`config.mk`:
```
export PLATFORM = sky130hd
export DESIGN_NAME = lxc_ctrl
export DESIGN_NICKNAME = d
export VERILOG_FILES = /design/src/lxc_pkg.sv /design/src/lxc_ctrl.sv
export VERILOG_INCLUDE_DIRS = /design/src
export SDC_FILE = /design/constraint.sdc
export NUM_CORES = 1
export LEC_CHECK = 0
export BUFFER_PORTS_ARGS = -buffer_cell sky130_fd_sc_hd__buf_4
export CORE_ASPECT_RATIO = 1.1
export CORE_UTILIZATION = 45
export DETAILED_ROUTE_END_ITERATION = 12
export PLACE_DENSITY = 0.67
export SYNTH_ARGS = -nofsm -noshare
export SYNTH_HDL_FRONTEND = slang
export SYNTH_SLANG_ARGS = --single-unit
```
`constraint.sdc`:
```
create_clock -name mclk -period 3.06 [get_ports mclk]
set_input_delay 0.306 -clock mclk [delete_from_list [all_inputs] [get_ports mclk]]
set_output_delay 0.306 -clock mclk [all_outputs]
set_load 0.05 [all_outputs]
```
`src/lxc_consts.svh`:
```
// Register offsets, field positions and reset values of the line transceiver control block
`ifndef LXC_CONSTS_SVH
`define LXC_CONSTS_SVH

// ----------------------------------------------------------------
// Register offsets (byte addresses on the register port)
// ----------------------------------------------------------------
`define LXC_OFF_CMP0_CTL   8'h00
`define LXC_OFF_CMP1_CTL   8'h01
`define LXC_OFF_CMP0_TRIM  8'h02
`define LXC_OFF_CMP1_TRIM  8'h03
`define LXC_OFF_CMP_POLHYS 8'h04
`define LXC_OFF_AMP_CTL    8'h05
`define LXC_OFF_AMP_TRIM   8'h06
`define LXC_OFF_DIS_CTL    8'h07
`define LXC_OFF_DIS_TRIG   8'h08

// ----------------------------------------------------------------
// Field positions
// ----------------------------------------------------------------
`define LXC_CC_RAW_BIT     7
`define LXC_CC_EN_BIT      6
`define LXC_CC_FILT_BIT    5
`define LXC_CT_MODE_BIT    6
`define LXC_CT_REF_BIT     5
`define LXC_PH_ROUTE_BIT   6
`define LXC_PH_INV1_BIT    5
`define LXC_PH_INV0_BIT    4
`define LXC_AC_EN_BIT      6
`define LXC_AC_STAT_BIT    5
`define LXC_AC_BW_BIT      0
`define LXC_AT_MODE_BIT    7
`define LXC_AT_REF_BIT     6
`define LXC_DC_MAN_BIT     7
`define LXC_DT_SRC_BIT     7

// ----------------------------------------------------------------
// Reset values and counts
// ----------------------------------------------------------------
`define LXC_CMP_TRIM_RST   5'h10
`define LXC_AMP_TRIM_RST   6'h20
`define LXC_RUN_MAX        8'hFF
`define LXC_EDGE_FALL      2'h1
`define LXC_EDGE_RISE      2'h2
`define LXC_EDGE_BOTH      2'h3
`define LXC_TIME_WRAP      3'h7

`endif

```
`src/lxc_pkg.sv`:
```
// Types shared by the line transceiver control block
package lxc_pkg;

    // ----------------------------------------------------------------
    // Per-comparator settings
    // ----------------------------------------------------------------
    typedef struct packed {
        logic       enable;
        logic [2:0] filter_len;
        logic [1:0] bias_sel;
        logic [1:0] hyst_sel;
        logic       invert;
        logic       cal_mode;
        logic       cal_ref_sel;
        logic [4:0] trim;
    } lxc_cmp_ctl_t;

    // ----------------------------------------------------------------
    // Settings handed to the analog side
    // ----------------------------------------------------------------
    typedef struct packed {
        lxc_cmp_ctl_t [1:0] cmp;
        logic               out_route;
        logic               amp_enable;
        logic               amp_bw_sel;
        logic               amp_cal_mode;
        logic               amp_cal_ref_sel;
        logic [5:0]         amp_trim;
        logic               discharge_manual;
        logic [1:0]         discharge_strength;
        logic               dis_trig_src;
        logic [1:0]         dis_edge_sel;
        logic [2:0]         dis_time_sel;
    } lxc_ctl_t;

    typedef enum logic [1:0] {
        DIS_IDLE,
        DIS_PULSE,
        DIS_MANUAL
    } lxc_dis_state_t;

endpackage

```
`src/lxc_ctrl.sv`:
```
// Comparator, amplifier and discharge control for the power line transceiver
//
// Notes on behaviour
// - Raw comparator bit is positive-greater-than-negative, inverted when polarity is 1.
// - Disabled comparator forces internal result 0; raw bit then equals polarity.
// - Non-inverted: filtered output is 1 only if current and N previous raw are 1.
// - Inverted: filtered output is 0 only if current and N previous raw are 0.
// - Filter code 000 means none; codes 1..7 give N of 2 to 128 clocks.
// - Rising edge of a filtered output raises that comparator's interrupt.
// - Route bit 0 sends comparator 0 filtered output out, 1 sends comparator 1.
// - Comparator trim register bit 6 selects offset calibration mode.
// - Comparator trim register bit 5 picks calibration reference, 0 negative, 1 positive.
// - Comparator 5-bit trim field is read-write and resets to 10000.
// - Hysteresis and bias selects are plain read-write fields sent to analog.
// - Amplifier enable 1 switches it on; 0 floats its output pin.
// - Amplifier status reads amplifier output in calibration mode, else reads 0.
// - Amplifier bandwidth bit selects 600kHz at 0 and 2MHz at 1.
// - Amplifier bit 7 selects calibration mode, bit 6 picks calibration reference.
// - Amplifier 6-bit trim field is read-write and resets to 100000.
// - Discharge mode 0 is automatic, 1 manual using 2-bit strength field.
// - Strength codes 00,01,10,11 give 75, 150, 300, 600 microamps.
// - Unimplemented bits ignore writes and read as 0.
// - Manual discharge lasts while the mode bit stays 1; clearing ends it.
// - Automatic mode: selected trigger edge fires a non-retriggerable one-shot pulse.
//
// Strobed register access and the address map were decided locally.
`timescale 1ns/1ps
`include "lxc_consts.svh"

module lxc_ctrl
(
    input  wire logic             mclk,
    input  wire logic             rst,
    input  wire logic [7:0]       reg_addr,
    input  wire logic [7:0]       reg_wdata,
    input  wire logic             reg_wr,
    input  wire logic             reg_rd,
    output logic      [7:0]       reg_rdata,
    input  wire logic [1:0]       cmp_gt,
    input  wire logic             amp_out_in,
    output lxc_pkg::lxc_ctl_t     ana_ctl,
    output logic                  amp_pin_oe,
    output wire logic [1:0]       cmp_filtered_out,
    output wire logic [1:0]       cmp_irq,
    output logic                  cmp_shared_out,
    output logic                  dis_sink_on
);

    // ----------------------------------------------------------------
    // Control registers
    // ----------------------------------------------------------------
    lxc_pkg::lxc_ctl_t      ctl_r;
    lxc_pkg::lxc_dis_state_t dis_state_r;
    logic [7:0]             dis_cnt_r;
    logic                   trig_prev_r;
    logic [1:0]             raw_w;
    logic [1:0]             filt_w;
    logic [7:0]             rdata_nxt;

    assign ana_ctl    = ctl_r;
    assign amp_pin_oe = ctl_r.amp_enable;

    // Unwritten bit positions are simply never stored, so writes to them vanish
    always_ff @(posedge mclk or posedge rst)
    begin
        if (rst)
        begin
            ctl_r                 <= '0;
            ctl_r.cmp[0].trim     <= `LXC_CMP_TRIM_RST;
            ctl_r.cmp[1].trim     <= `LXC_CMP_TRIM_RST;
            ctl_r.amp_trim        <= `LXC_AMP_TRIM_RST;
        end
        else if (reg_wr)
        begin
            case (reg_addr)
                `LXC_OFF_CMP0_CTL:
                begin
                    ctl_r.cmp[0].enable     <= reg_wdata[`LXC_CC_EN_BIT];
                    ctl_r.cmp[0].filter_len <= reg_wdata[4:2];
                    ctl_r.cmp[0].bias_sel   <= reg_wdata[1:0];
                end
                `LXC_OFF_CMP1_CTL:
                begin
                    ctl_r.cmp[1].enable     <= reg_wdata[`LXC_CC_EN_BIT];
                    ctl_r.cmp[1].filter_len <= reg_wdata[4:2];
                    ctl_r.cmp[1].bias_sel   <= reg_wdata[1:0];
                end
                `LXC_OFF_CMP0_TRIM:
                begin
                    ctl_r.cmp[0].cal_mode    <= reg_wdata[`LXC_CT_MODE_BIT];
                    ctl_r.cmp[0].cal_ref_sel <= reg_wdata[`LXC_CT_REF_BIT];
                    ctl_r.cmp[0].trim        <= reg_wdata[4:0];
                end
                `LXC_OFF_CMP1_TRIM:
                begin
                    ctl_r.cmp[1].cal_mode    <= reg_wdata[`LXC_CT_MODE_BIT];
                    ctl_r.cmp[1].cal_ref_sel <= reg_wdata[`LXC_CT_REF_BIT];
                    ctl_r.cmp[1].trim        <= reg_wdata[4:0];
                end
                `LXC_OFF_CMP_POLHYS:
                begin
                    ctl_r.out_route       <= reg_wdata[`LXC_PH_ROUTE_BIT];
                    ctl_r.cmp[1].invert   <= reg_wdata[`LXC_PH_INV1_BIT];
                    ctl_r.cmp[0].invert   <= reg_wdata[`LXC_PH_INV0_BIT];
                    ctl_r.cmp[1].hyst_sel <= reg_wdata[3:2];
                    ctl_r.cmp[0].hyst_sel <= reg_wdata[1:0];
                end
                `LXC_OFF_AMP_CTL:
                begin
                    ctl_r.amp_enable <= reg_wdata[`LXC_AC_EN_BIT];
                    ctl_r.amp_bw_sel <= reg_wdata[`LXC_AC_BW_BIT];
                end
                `LXC_OFF_AMP_TRIM:
                begin
                    ctl_r.amp_cal_mode    <= reg_wdata[`LXC_AT_MODE_BIT];
                    ctl_r.amp_cal_ref_sel <= reg_wdata[`LXC_AT_REF_BIT];
                    ctl_r.amp_trim        <= reg_wdata[5:0];
                end
                `LXC_OFF_DIS_CTL:
                begin
                    ctl_r.discharge_manual   <= reg_wdata[`LXC_DC_MAN_BIT];
                    ctl_r.discharge_strength <= reg_wdata[1:0];
                end
                `LXC_OFF_DIS_TRIG:
                begin
                    ctl_r.dis_trig_src <= reg_wdata[`LXC_DT_SRC_BIT];
                    ctl_r.dis_edge_sel <= reg_wdata[6:5];
                    ctl_r.dis_time_sel <= reg_wdata[2:0];
                end
                default:
                begin
                end
            endcase
        end
    end

    // ----------------------------------------------------------------
    // Comparator result and debounce filter, one per comparator
    // ----------------------------------------------------------------
    for (genvar i = 0; i < 2; i++)
    begin : g_cmp
        logic       prev_r;
        logic [7:0] run_r;
        logic       filt_r;
        logic       irq_r;
        logic [7:0] need;
        logic [7:0] prev_same;
        logic       all_same;
        logic       filt_nxt;

        // Disabled comparator yields internal 0, polarity applied afterwards
        assign raw_w[i] = (ctl_r.cmp[i].enable & cmp_gt[i])
                          ^ ctl_r.cmp[i].invert;

        // N previous samples that must agree with the current one
        assign need = (ctl_r.cmp[i].filter_len == 3'h0) ? 8'h00
                      : (8'h01 << ctl_r.cmp[i].filter_len);
        assign prev_same = (raw_w[i] == prev_r) ? run_r : 8'h00;
        assign all_same  = (prev_same >= need);

        // Strict filter: anything short of a full agreeing run gives the idle level
        assign filt_nxt = ctl_r.cmp[i].invert ? ~(~raw_w[i] & all_same)
                                              : (raw_w[i] & all_same);

        // Run length saturates well above the longest window of 128
        always_ff @(posedge mclk or posedge rst)
        begin
            if (rst)
            begin
                prev_r <= 1'b0;
                run_r  <= 8'h00;
            end
            else
            begin
                prev_r <= raw_w[i];
                if (raw_w[i] != prev_r)
                    run_r <= 8'h01;
                else if (run_r != `LXC_RUN_MAX)
                    run_r <= run_r + 8'h01;
            end
        end

        always_ff @(posedge mclk or posedge rst)
        begin
            if (rst)
            begin
                filt_r <= 1'b0;
                irq_r  <= 1'b0;
            end
            else
            begin
                filt_r <= filt_nxt;
                irq_r  <= filt_nxt & ~filt_r;
            end
        end

        assign filt_w[i]           = filt_r;
        assign cmp_filtered_out[i] = filt_r;
        assign cmp_irq[i]          = irq_r;
    end

    // ----------------------------------------------------------------
    // Shared comparator output
    // ----------------------------------------------------------------
    always_ff @(posedge mclk or posedge rst)
    begin
        if (rst)
            cmp_shared_out <= 1'b0;
        else
            cmp_shared_out <= ctl_r.out_route ? filt_w[1] : filt_w[0];
    end

    // ----------------------------------------------------------------
    // Discharge control
    // ----------------------------------------------------------------
    logic       trig_sel;
    logic       trig_edge;
    logic [7:0] pulse_len;

    assign trig_sel  = ctl_r.dis_trig_src ? filt_w[1] : filt_w[0];
    assign trig_edge = (((ctl_r.dis_edge_sel == `LXC_EDGE_RISE)
                         || (ctl_r.dis_edge_sel == `LXC_EDGE_BOTH)) && trig_sel && !trig_prev_r)
                    || (((ctl_r.dis_edge_sel == `LXC_EDGE_FALL)
                         || (ctl_r.dis_edge_sel == `LXC_EDGE_BOTH)) && !trig_sel && trig_prev_r);
    // Code 7 wraps back to the shortest pulse
    assign pulse_len = (ctl_r.dis_time_sel == `LXC_TIME_WRAP) ? 8'h02
                       : (8'h02 << ctl_r.dis_time_sel);

    always_ff @(posedge mclk or posedge rst)
    begin
        if (rst)
            trig_prev_r <= 1'b0;
        else
            trig_prev_r <= trig_sel;
    end

    // Strength is passed in the control struct; sink_on gates it on the analog side
    always_ff @(posedge mclk or posedge rst)
    begin
        if (rst)
        begin
            dis_state_r <= lxc_pkg::DIS_IDLE;
            dis_cnt_r   <= 8'h00;
            dis_sink_on <= 1'b0;
        end
        else
        begin
            case (dis_state_r)
                lxc_pkg::DIS_IDLE:
                begin
                    if (ctl_r.discharge_manual)
                    begin
                        dis_state_r <= lxc_pkg::DIS_MANUAL;
                        dis_sink_on <= 1'b1;
                    end
                    else if (trig_edge)
                    begin
                        dis_state_r <= lxc_pkg::DIS_PULSE;
                        dis_cnt_r   <= pulse_len - 8'h01;
                        dis_sink_on <= 1'b1;
                    end
                end
                lxc_pkg::DIS_PULSE:
                begin
                    // Edges seen here are dropped: the one-shot does not retrigger
                    if (ctl_r.discharge_manual)
                        dis_state_r <= lxc_pkg::DIS_MANUAL;
                    else if (dis_cnt_r == 8'h00)
                    begin
                        dis_state_r <= lxc_pkg::DIS_IDLE;
                        dis_sink_on <= 1'b0;
                    end
                    else
                        dis_cnt_r <= dis_cnt_r - 8'h01;
                end
                lxc_pkg::DIS_MANUAL:
                begin
                    if (!ctl_r.discharge_manual)
                    begin
                        dis_state_r <= lxc_pkg::DIS_IDLE;
                        dis_sink_on <= 1'b0;
                    end
                end
                default:
                begin
                    dis_state_r <= lxc_pkg::DIS_IDLE;
                    dis_sink_on <= 1'b0;
                end
            endcase
        end
    end

    // ----------------------------------------------------------------
    // Read path
    // ----------------------------------------------------------------
    always_comb
    begin
        rdata_nxt = 8'h00;
        case (reg_addr)
            `LXC_OFF_CMP0_CTL:
                rdata_nxt = {raw_w[0], ctl_r.cmp[0].enable, filt_w[0],
                             ctl_r.cmp[0].filter_len, ctl_r.cmp[0].bias_sel};
            `LXC_OFF_CMP1_CTL:
                rdata_nxt = {raw_w[1], ctl_r.cmp[1].enable, filt_w[1],
                             ctl_r.cmp[1].filter_len, ctl_r.cmp[1].bias_sel};
            `LXC_OFF_CMP0_TRIM:
                rdata_nxt = {1'b0, ctl_r.cmp[0].cal_mode, ctl_r.cmp[0].cal_ref_sel,
                             ctl_r.cmp[0].trim};
            `LXC_OFF_CMP1_TRIM:
                rdata_nxt = {1'b0, ctl_r.cmp[1].cal_mode, ctl_r.cmp[1].cal_ref_sel,
                             ctl_r.cmp[1].trim};
            `LXC_OFF_CMP_POLHYS:
                rdata_nxt = {1'b0, ctl_r.out_route, ctl_r.cmp[1].invert, ctl_r.cmp[0].invert,
                             ctl_r.cmp[1].hyst_sel, ctl_r.cmp[0].hyst_sel};
            `LXC_OFF_AMP_CTL:
                rdata_nxt = {1'b0, ctl_r.amp_enable, ctl_r.amp_cal_mode & amp_out_in,
                             4'h0, ctl_r.amp_bw_sel};
            `LXC_OFF_AMP_TRIM:
                rdata_nxt = {ctl_r.amp_cal_mode, ctl_r.amp_cal_ref_sel, ctl_r.amp_trim};
            `LXC_OFF_DIS_CTL:
                rdata_nxt = {ctl_r.discharge_manual, 5'h00, ctl_r.discharge_strength};
            `LXC_OFF_DIS_TRIG:
                rdata_nxt = {ctl_r.dis_trig_src, ctl_r.dis_edge_sel, 2'h0, ctl_r.dis_time_sel};
            default:
                rdata_nxt = 8'h00;
        endcase
    end

    // Data stands only in the cycle after the read strobe
    always_ff @(posedge mclk or posedge rst)
    begin
        if (rst)
            reg_rdata <= 8'h00;
        else if (reg_rd)
            reg_rdata <= rdata_nxt;
        else
            reg_rdata <= 8'h00;
    end
endmodule

```
* Yosys cells after proc, flatten, opt, wreduce, memory -nomap -nowiden
Index checks and enable logic that the tools add are counted.
Word-level totals: bits in registers 95, latch bits 0, memory bits (writable) 0, bits in read-only memories 0, input bits 23, output and inout bits 67, logic and storage cells 156, memories kept 0
Operators by class: add/sub/neg operators 4, $mul 0, divide/modulo/power cells 0, order comparisons 2, equal/unequal tests 28, shift operators 3, multiplexer cells 32, bitwise gates (word level) 17, reduce and logical (&&, ||, !) cells 29
Operators by type and width (count):
- $mux 8 | 14
- $pmux 8 s9 | 1
- $eq 8x3->1 const B | 4
- $reduce_and 2->1 | 9
- $add 8x1->8 const B | 2
- $eq 8x2->1 const B | 2
- $ge 8x8->1 | 2
- $logic_not 8->1 | 2
- $ne 8x8->1 const B | 2
- $pmux 8 s2 | 1
- $shl 1x3->8 const A | 2
- $sub 8x1->8 const B | 2
- $ne 2x2->1 const B | 6
- $mux 2 | 5
- $and 1x1->1 | 9
- $mux 1 | 9
- $eq 8x1->1 const B | 1
- $eq 8x4->1 const B | 1
- $shl 2x3->8 const A | 1
- $eq 2x2->1 const B | 3
- $logic_not 3->1 | 2
- $ne 3x3->1 const B | 2
- $not 1->1 | 6
- $pmux 2 s3 | 1
- 14 further kinds | 26

* Logic depth before layout (Yosys ltp)
Gate-level depths: netlist (run 1).
depth after elaboration 9, gate-level depth with buffers 11, mapped depth without buffers 9

* Worst setup path before layout (run 1)
No wires, ideal clock.
path kind register to register, start register ctl_r, in the netlist ana_ctl[27], end register g_cmp[0].irq_r, setup time 130 ps, data arrival time 2613 ps, data required time 2930 ps, slack 316 ps, stages on the path, launching flop included 11, path buffers 1, period minus slack after synthesis 2744 ps, cell sequence dfrtp_1 clkbuf_1 xnor2_1 xnor2_1 and2_1 ha_1 a21oi_1 nand3_1 o211ai_1 mux2i_1 a31oi_1
Between the ends: word-level cells in the longest chain between the ends 8, elaborated cells between the ends (all ways) 10, those cells by class order compare: 1; eq/ne: 1; mux: 2; bitwise: 6
RTL lines:
- start: declaration | line lxc_ctrl.sv:52 | lxc_pkg::lxc_ctl_t ctl_r;
- $xor 1x1->1 | line lxc_ctrl.sv:153 | ^ ctl_r.cmp[i].invert;
- $eq 1x1->1 | line lxc_ctrl.sv:158 | assign prev_same = (raw_w[i] == prev_r) ? run_r : 8'h00;
- $mux 8 | line lxc_ctrl.sv:158
- $ge 8x8->1 | line lxc_ctrl.sv:159 | assign all_same = (prev_same >= need);
- $and 1x1->1 | line lxc_ctrl.sv:162 | assign filt_nxt = ctl_r.cmp[i].invert ? ~(~raw_w[i] & all_same)
- $not 1->1 | line lxc_ctrl.sv:162
- $mux 1 * | line lxc_ctrl.sv:162
- $and 1x1->1 * | line lxc_ctrl.sv:193 | irq_r <= filt_nxt & ~filt_r;
- end signal: assignment | line lxc_ctrl.sv:193
- end: declaration | line lxc_ctrl.sv:145 | logic irq_r;
Every way passes the cells marked *; elsewhere a longest branch is shown, timed or not. A chain may end at the register's enable or synchronous reset.

* Worst setup path after layout (run 1)
Same ends and word-level chain as after synthesis.

==> results of run 1 <==
[area by class of cell]
type | instances | area, um^2 | share of cell area (%)
multi-input combinational | 353 | 2670 | 42.0
sequential | 95 | 2380 | 37.4
clock buffer | 12 | 256 | 4.03
timing repair buffer | 100 | 763 | 12.0
tap | 147 | 184 | 2.89
inverter | 13 | 50.0 | 0.787
clock inverter | 4 | 53.8 | 0.846
[registers in the layout, indices dropped and copies added, names as in the netlist]
name	count
reg_rdata	8
ana_ctl	51
cmp_shared_out	1
dis_cnt_r	8
dis_state_r	2
g_cmp.irq_r	2
g_cmp.run_r	16
g_cmp.prev_r	2
trig_prev_r	1
dis_sink_on	1
amp_pin_oe	1
g_cmp.filt_r	2
[logic make-up (layout without fill, tap and decap cells)]
| logic type | after synthesis | after routing | synth area share, % |
|---|---|---|---|
| mux | 75 | 75 | 17.4 |
| fa+ha+maj | 17 | 17 | 4.06 |
| flops | 95 | 95 | 45.4 |
| xor+xnor | 13 | 13 | 2.17 |
| compound gates | 84 | 84 | 10.5 |
| simple gates | 164 | 164 | 16.8 |
| buf+inv | 42 | 129 | 3.67 |
[cells in the final DEF, fill, tap and decap left out, types with 7 or more instances in the layout]
master / n
mux2i_1: 12
ha_1: 17
nand2_1: 40
inv_1: 12
nor2_1: 30
clkbuf_16: 9
nor3_1: 9
o21ai_0: 20
nand3_1: 21
and2_1: 12
nand3b_1: 10
mux2_4: 7
dfrtp_1: 92
a31oi_1: 14
buf_4: 99
mux2_2: 51
and3_1: 12
xnor2_1: 11
a21oi_1: 12
[power groups by stage]
stage / registers [mW] / logic (mW) / clock network, mW
2_1_floorplan: 1.74 / 0.756 / 0
3_3_place_gp: 1.66 / 1.12 / 0
4_1_cts: 1.64 / 1.17 / 1.18
6_report: 1.64 / 1.16 / 1.16
5_1_grt: 1.67 / 1.30 / 1.23
3_5_place_dp: 1.66 / 1.16 / 0
[metrics by stage]
step | power, mW | hold WS (ns) | utilization [%]
2_1_floorplan | 2.49 | 0.454 | -
3_3_place_gp | 2.78 | 0.458 | 54.4
3_5_place_dp | 2.82 | 0.471 | 54.4
4_1_cts | 3.99 | 0.106 | 57.2
5_1_grt | 4.20 | 0.148 | 57.2
6_report | 3.96 | 0.0812 | 57.2
[routing by layer]
metal  up-vias  share of wire [%]  wire length, um
met4         0                1.9              248
met5         -                  0                0
met1      1991                 45             5890
li1       1954                  -                -
met3        20                5.3              696
met2       133                 48             6280
[how the worst min path moves through the flow]
stage,endpoint,from,slack (ns)
5_1_grt,cmp_shared_out,rst,0.15
2_1_floorplan,ana_ctl[24],reg_wdata[4],0.45
6_report,cmp_shared_out,rst,0.08
3_5_place_dp,dis_sink_on,rst,0.47
4_1_cts,dis_cnt_r[5],rst,0.11
3_3_place_gp,dis_sink_on,rst,0.46
==> out/results.ini, run 1 <==
[worst_setup_path]
r2r_slack_ns = 0.38
reg2reg_depth = 9
worst-path-buf-inv = 0
cp.required_ns = 3.27
crit_top_cell = xnor2_1
crit_family = XOR/XNOR gates
crit_chain = xnor2_1, xnor2_1, and2_1, ha_1, a21oi_1, nand3_1, o211ai_1, mux2i_1, a31oi_1
crit_type = reg2reg
crit_fanout = 10
cp-startpoint = ana_ctl[27]
r2r-end = g_cmp[0].irq_r
cp-start-kind = flip-flop
cp-end-kind = flip-flop
crit_path_max_incr_delay_ns = 0.52
endpoint = g_cmp[0].irq_r
path_depth = 9
crit_slowest_cell = xnor2_1
critPathArrivalTime_ns = 2.89
r2r-start = ana_ctl[27]

[floorplan]
die-width_um = 105
placementRows = 40
pin_count = 90
die_area_um2 = 12100
core-area_um2 = 11100
die_h_um = 115
start_util_pct = 47.2

[place]
routabilityCongestion = 0.872
dp_cells = 708
port_buffers = 89
post-place-ws_ns = 0.389
placed_cell_area_um2 = 6050
dp_hpwl_um = 9520

[power_and_ir_drop]
p_per_area_nw_per_um2 = 623
p_sw_mw = 1.36
p_int_mw = 2.60
sw_frac_of_total_pct = 34.4
max-vdd-ir-drop_v = 0.000266
leakage_nw = 3.05
seqPwrFrac_pct = 41.5
p_clk_share_pct = 29.2
comb_power_share_pct = 29.4

[sta]
period_minus_slack_ns = 2.68
slew_headroom_pct = 45.5
maxSlewViolCount = 0
worst_pin_slew_ns = 0.814
hold_viol = 0
setup_violations = 0
clock_skew_ns = 0.00556
fmax_ghz = 0.374
fin_tns_setup_ns = 0
finalCritPeriodShare_pct = 87.4
setup_ws_ns = 0.384
rsz0062_at_grt = false

[cells_and_area]
diodes = 0
fillCellCount = 978
final_cells = 724
nets = 612
synthToLayoutAreaGrowth_pct = 21.3
postLayoutCellArea_um2 = 6360
drive_gt1_share_pct = 33.1

[global_routing]
grt_pass1_wl_um = 21100
grt_util_met3_pct = 3.51
grt_pass1_vias = 3992
grtUsageMet1_pct = 30.8
overflow = 0
use_met2_pct = 36.6
grt_util_all_layers_pct = 22.7
antenna_found_initial = 0
gr-max-usage-layer = met2
grt_max_degree = 54

[yosys]
yosysWarnings = 0
synth_common_cells = dfrtp_1 (92), mux2_2 (51), nand2_1 (40)
synth_area_um2 = 5250
avgSynthCellArea_um2 = 10.7
synth-seq-cells = 95
synthArstFlopShare_pct = 100
synthCells = 490
synth_edf_count = 0
synth_nets = 530
ys_seq_area_share_pct = 45.4
synth_top_cell_area_share_pct = 43.9
synth_area_leaders = dfrtp_1 (44%), mux2_2 (11%), ha_1 (4.1%)
yosysMostFrequentCell = dfrtp_1
synth_top_cell_by_area = dfrtp_1
yosysUniqueCellTypes = 56
synthFlopType = dfrtp_1

[clock_tree]
cts_hold_buf = 0
cts_buffer_depth = 2
ctsRootBufferMaster = clkbuf_16
postCtsSetupBuffers = 0
cts_resized = 0
clk_latency_ns = 0.34
clkTransAtPathRegs_ns = 0.07
cts_sinks = 95
cts_buffers = 9
cts_tree = yes
htree_levels = 3

[detailed_routing]
num_vias = 4098
firstDrtPassIters = 4
wire_per_inst_um = 18.1
drc = 0
drt_iter0_drc = 209
wl_um = 13100
antenna_left = 0
vias_per_cell = 5.66

[hold_path]
worstHoldPathType = in2async

[job]
cap_viol_max_count = 0

[outcome]
outcome = complete, no violations

No activity file was read; power rests on OpenSTA's default activity.
==> run 2, diff against run 1 <==
PLACE_DENSITY = 0.68   (was 0.67)
==> run 2 against run 1 <==
Compared with the run above:
- routed wire length down 0.54%
- flip-flop and latch count stayed put
- sequential power hardly changed
- sequential share of layout area decreased by 0.27 points
- maximum frequency is 0.82% higher
- worst hold slack better by 0.0098 ns
- combinational power about the same
- first-iteration DRC count up 27%
- largest power group unchanged
==> out/results.ini, run 2 (synthesis results as in run 1) <==
[worst_setup_path]
critPathArrivalTime_ns = 2.87  ; was 2.89 ns
cp-start-kind = flip-flop  ; unchanged
crit_path_max_incr_delay_ns = 0.50  ; was 0.52 ns
crit_slowest_cell = xnor2_1  ; unchanged
crit_type = reg2reg  ; unchanged
cp-startpoint = ana_ctl[27]  ; unchanged
crit_top_cell = xnor2_1  ; unchanged
crit_chain = xnor2_1, xnor2_1, and2_1, ha_1, a21oi_1, nand3_1, o211ai_1, mux2i_1, a31oi_1  ; unchanged
worst-path-buf-inv = 0  ; unchanged
r2r_slack_ns = 0.41  ; was 0.38 ns
r2r-end = g_cmp[0].irq_r  ; unchanged
crit_fanout = 10  ; unchanged
cp.required_ns = 3.27  ; about the same
cp-end-kind = flip-flop  ; unchanged
crit_family = XOR/XNOR gates  ; unchanged
r2r-start = ana_ctl[27]  ; unchanged
reg2reg_depth = 9  ; unchanged

[outcome]
outcome = complete, no violations  ; unchanged

[detailed_routing]
drt_iter0_drc = 265  ; was 209
drc = 0  ; unchanged
wire_per_inst_um = 18.0  ; was 18.1 um
firstDrtPassIters = 4  ; unchanged
num_vias = 4120  ; was 4098
antenna_left = 0  ; unchanged
vias_per_cell = 5.69  ; was 5.66
wl_um = 13000  ; was 13100 um

[sta]
finalCritPeriodShare_pct = 86.7  ; was 87.4%
clock_skew_ns = 0.00628  ; was 0.00556 ns
slew_headroom_pct = 42.5  ; was 45.5%
worst_pin_slew_ns = 0.859  ; was 0.814 ns
period_minus_slack_ns = 2.65  ; was 2.68 ns
fmax_ghz = 0.377  ; was 0.374 GHz
rsz0062_at_grt = false  ; unchanged
hold_viol = 0  ; unchanged
setup_violations = 0  ; unchanged
maxSlewViolCount = 0  ; unchanged
fin_tns_setup_ns = 0  ; unchanged

[cells_and_area]
largest_reg_flops = 51  ; unchanged
synthToLayoutAreaGrowth_pct = 22.1  ; was 21.3%
final_cell_mix = buf_4 (99), dfrtp_1 (92), mux2_2 (51)  ; unchanged
layout_commonest_cell = buf_4  ; unchanged
drive_gt1_share_pct = 33.3  ; was 33.1%
diodes = 0  ; unchanged
postLayoutCoreUtil_pct = 57.7  ; was 57.2%
nets = 612  ; unchanged

[global_routing]
grt_pass1_vias = 3976  ; was 3992
antenna_found_initial = 0  ; unchanged
grt_pass1_wl_um = 20800  ; was 21100 um
overflow = 0  ; unchanged
grt_max_degree = 52  ; was 54
grt_util_all_layers_pct = 22.5  ; was 22.7%

[power_and_ir_drop]
power_mw = 4.11  ; was 3.96 mW
p_per_area_nw_per_um2 = 642  ; was 623 nW/um^2
leakage_nw = 3.08  ; was 3.05 nW
max-vdd-ir-drop_v = 0.000283  ; was 0.000266 V

[place]
port_buffers = 89  ; unchanged
routabilityCongestion = 0.851  ; was 0.872
dp_hpwl_um = 9530  ; was 9520 um

[clock_tree]
clkTransAtPathRegs_ns = 0.07  ; about the same
cts_tree = yes  ; unchanged
cts_sinks = 95  ; unchanged
cts_buffers = 9  ; unchanged
ctsRootBufferMaster = clkbuf_16  ; unchanged
cts_resized = 0  ; unchanged
cts_buffer_depth = 2  ; unchanged
postCtsSetupBuffers = 0  ; unchanged
clk_latency_ns = 0.34  ; about the same
cts_hold_buf = 0  ; unchanged
htree_levels = 3  ; unchanged

[floorplan]
die_h_um = 115  ; unchanged
die-width_um = 105  ; unchanged
die_area_um2 = 12100  ; unchanged
pin_count = 90  ; unchanged
placementRows = 40  ; unchanged
core-area_um2 = 11100  ; unchanged
start_util_pct = 47.2  ; unchanged

[job]
cap_viol_max_count = 0  ; unchanged

[hold_path]
worstHoldPathType = in2async  ; unchanged

-- run 2: power by group --
group          switching [mW]  internal, mW
clock network           0.470         0.843
logic                   0.680         0.485
registers               0.203          1.43
-- run 2: final cells by class --
| type | count | area, um^2 |
|---|---|---|
| fill | 966 | 4700 |
| multi-input combinational | 353 | 2670 |
| sequential | 95 | 2380 |
| timing repair buffer | 100 | 763 |
| clock buffer | 11 | 253 |
| tap | 147 | 184 |
| clock inverter | 5 | 104 |
| inverter | 13 | 50.0 |
-- run 2: how the worst max path moves through the flow --
stage / endpoint / slack, ns / cells past startpoint
final: g_cmp[0].irq_r / 0.41 / 9
after detailed placement: g_cmp[0].irq_r / 0.42 / 9
after floorplan: amp_pin_oe / 0.28 / 1
after CTS: g_cmp[0].irq_r / 0.41 / 9
after global placement: g_cmp[1].irq_r / 0.52 / 9
after global routing: g_cmp[0].irq_r / 0.07 / 9
-- run 2: metal layers --
metal / global-route usage, % / share of wire [%]
met1: 30.1 / 45
met4: 10.1 / 2.5
met2: 35.8 / 48
met3: 4.20 / 4.4
met5: 0 / 0
-- run 2: metrics by stage --
| step | hold WS [ns] | std cells | setup slack (ns) | area, um^2 |
|---|---|---|---|---|
| after global routing | 0.172 | 724 | 0.0690 | 6410 |
| after global placement | 0.473 | 708 | 0.524 | 6050 |
| after CTS | 0.120 | 724 | 0.407 | 6410 |
| after detailed placement | 0.484 | 708 | 0.420 | 6050 |
| final | 0.0910 | 724 | 0.406 | 6410 |
| after floorplan | 0.454 | 490 | 0.282 | 5250 |
==> run 3, diff against run 2 <==
SETUP_SLACK_MARGIN = 0.5   (was unset)
==> run 3 against run 2 <==
Compared with the run above:
- largest power group unchanged
- cell count is 0.55% higher
- first-iteration DRC count is 28% lower
- worst setup slack better by 0.25 ns
- via count is 1.1% higher
- utilization is 0.42 points higher
- largest cell class unchanged
- combinational power hardly changed
- sequential power hardly changed
- flip-flop and latch count stayed put
- highest routed layer unchanged
- global-route usage is 0.43 points higher
- die area stayed put
==> out/results.ini, run 3 (synthesis results as in run 1) <==
[cells_and_area]
postLayoutCellArea_um2 = 6450  ; was 6410 um^2
multi_input_area_um2 = 2760  ; was 2670 um^2
drive_gt1_share_pct = 35.1  ; was 33.3%
nets = 616  ; was 612
largest_reg_flops = 51  ; unchanged
fillCellCount = 975  ; was 966
layout_commonest_cell = buf_4  ; unchanged
final_cell_mix = buf_4 (104), dfrtp_1 (90), mux2_2 (51)  ; was buf_4 (99), dfrtp_1 (92), mux2_2 (51)
postLayoutCoreUtil_pct = 58.1  ; was 57.7%
regArea_um2 = 2380  ; about the same
diodes = 0  ; unchanged
synthToLayoutAreaGrowth_pct = 23.0  ; was 22.1%

[clock_tree]
cts_buffer_depth = 2  ; unchanged
clkTransAtPathRegs_ns = 0.07  ; about the same
cts_tree = yes  ; unchanged
htree_levels = 3  ; unchanged
clk_latency_ns = 0.34  ; about the same
ctsRootBufferMaster = clkbuf_16  ; unchanged
cts_buffers = 9  ; unchanged
cts_sinks = 95  ; unchanged

[sta]
period_minus_slack_ns = 2.40  ; was 2.65 ns
fin_tns_setup_ns = 0  ; unchanged
holdWs_ns = 0.0830  ; was 0.0910 ns
worst_pin_slew_ns = 0.777  ; was 0.859 ns
fmax_ghz = 0.417  ; was 0.377 GHz
clock_skew_ns = 0.00856  ; was 0.00628 ns
maxSlewViolCount = 0  ; unchanged
hold_viol = 0  ; unchanged
rsz0062_at_grt = true  ; was false
slew_headroom_pct = 48.0  ; was 42.5%
setup_violations = 0  ; unchanged
finalCritPeriodShare_pct = 78.4  ; was 86.7%

[power_and_ir_drop]
max-vdd-ir-drop_v = 0.000365  ; was 0.000283 V
power_mw = 3.95  ; was 4.11 mW
p_per_area_nw_per_um2 = 612  ; was 642 nW/um^2
leakage_nw = 3.07  ; was 3.08 nW

[floorplan]
die-width_um = 105  ; unchanged
placementRows = 40  ; unchanged
pin_count = 90  ; unchanged
die_h_um = 115  ; unchanged
start_util_pct = 47.2  ; unchanged
die_area_um2 = 12100  ; unchanged
core-area_um2 = 11100  ; unchanged

[worst_setup_path]
worst-path-buf-inv = 1  ; was 0
crit_top_cell = nand2_1  ; was xnor2_1
crit_type = reg2reg  ; unchanged
cp-start-kind = flip-flop  ; unchanged
cp-end-kind = flip-flop  ; unchanged
crit_slowest_cell = dfrtp_1  ; was xnor2_1
critPathArrivalTime_ns = 2.67  ; was 2.87 ns
crit_fanout = 12  ; was 10
cp.required_ns = 3.33  ; was 3.27 ns
crit_family = simple AND/OR/NAND/NOR gates  ; was XOR/XNOR gates
crit_chain = nor2b_1, buf_4, or3_1, o21ai_0, ha_2, nand2_1, nand2_1, a221oi_1, a211oi_1, a2bb2oi_1  ; was xnor2_1, xnor2_1, and2_1, ha_1, a21oi_1, nand3_1, o211ai_1, mux2i_1, a31oi_1
crit_path_max_incr_delay_ns = 0.49  ; was 0.50 ns

[detailed_routing]
vias_per_cell = 5.72  ; was 5.69
drt_iter0_drc = 190  ; was 265
num_vias = 4164  ; was 4120
firstDrtPassIters = 4  ; unchanged
wire_per_inst_um = 18.3  ; was 18.0 um
antenna_left = 0  ; unchanged
drc = 0  ; unchanged
wl_um = 13300  ; was 13000 um

[global_routing]
overflow = 0  ; unchanged
grt_util_all_layers_pct = 22.9  ; was 22.5%
antenna_found_initial = 0  ; unchanged
grt_pass1_wl_um = 21300  ; was 20800 um
grt_pass1_vias = 4086  ; was 3976
grt_max_degree = 36  ; was 52

[outcome]
outcome = complete, no violations  ; unchanged

[place]
dp_hpwl_um = 9690  ; was 9530 um
port_buffers = 89  ; unchanged
placed_cell_area_um2 = 6060  ; was 6050 um^2
routabilityCongestion = 0.840  ; was 0.851

[hold_path]
worstHoldPathType = in2async  ; unchanged

[job]
cap_viol_max_count = 0  ; unchanged

## run 3: final timing paths
kind	from	to	slack, ns	cells past startpoint
setup / recovery	dis_state_r[0]	dis_cnt_r[6]	0.66	10
hold / removal	rst	g_cmp[1].run_r[0]	0.08	2
setup reg to reg	dis_state_r[0]	dis_cnt_r[6]	0.66	10
hold reg to reg	dis_cnt_r[1]	dis_cnt_r[1]	0.53	2
max in group asynchronous	rst	ana_ctl[1]	2.18	3
min in group mclk	reg_wdata[7]	ana_ctl[5]	0.22	2
## run 3: stage by stage
step           cells  worst slack [ns]
5_1_grt          728             0.494
3_3_place_gp     708             0.542
6_report         728             0.660
3_5_place_dp     708             0.497
2_1_floorplan    490             0.503
4_1_cts          724             0.568
## run 3: where the power goes
group          total, mW  switching (mW)  leakage [nW]  internal, mW
logic               1.20           0.687          1.67         0.511
clock network       1.11           0.479         0.134         0.631
registers           1.64           0.209          1.27          1.43
total               3.95            1.38          3.07          2.57
## run 3: routing by layer
layer / track usage (%) / wire length (um)
met1: 31.1 / 6000
met4: 9.86 / 285
met5: 0 / 0
met3: 3.34 / 618
met2: 36.9 / 6430
## run 3: layout make-up
type / count / area share (%)
clock buffer: 10 / 3.55
clock inverter: 6 / 0.970
inverter: 13 / 0.814
multi-input combinational: 353 / 42.8
sequential: 95 / 36.9
tap: 147 / 2.85
timing repair buffer: 104 / 12.1
## run 3: worst register-to-register path, delay by kind of cell (launching register included)
kind	cells	cell delay, ns
simple gates	4	0.76
fa+ha+maj	1	0.30
compound gates	4	0.60
flops	1	0.49
buf+inv	1	0.17
## run 3: repair_timing
action | 4_1_cts | 5_1_grt
pin swaps | 0 | 2
setup endpoints to repair | 2 | 6
gates resized for setup | 1 | 8
hold buffers | 0 | 0
hold endpoints to repair | 0 | 0
buffers inserted | 0 | 4
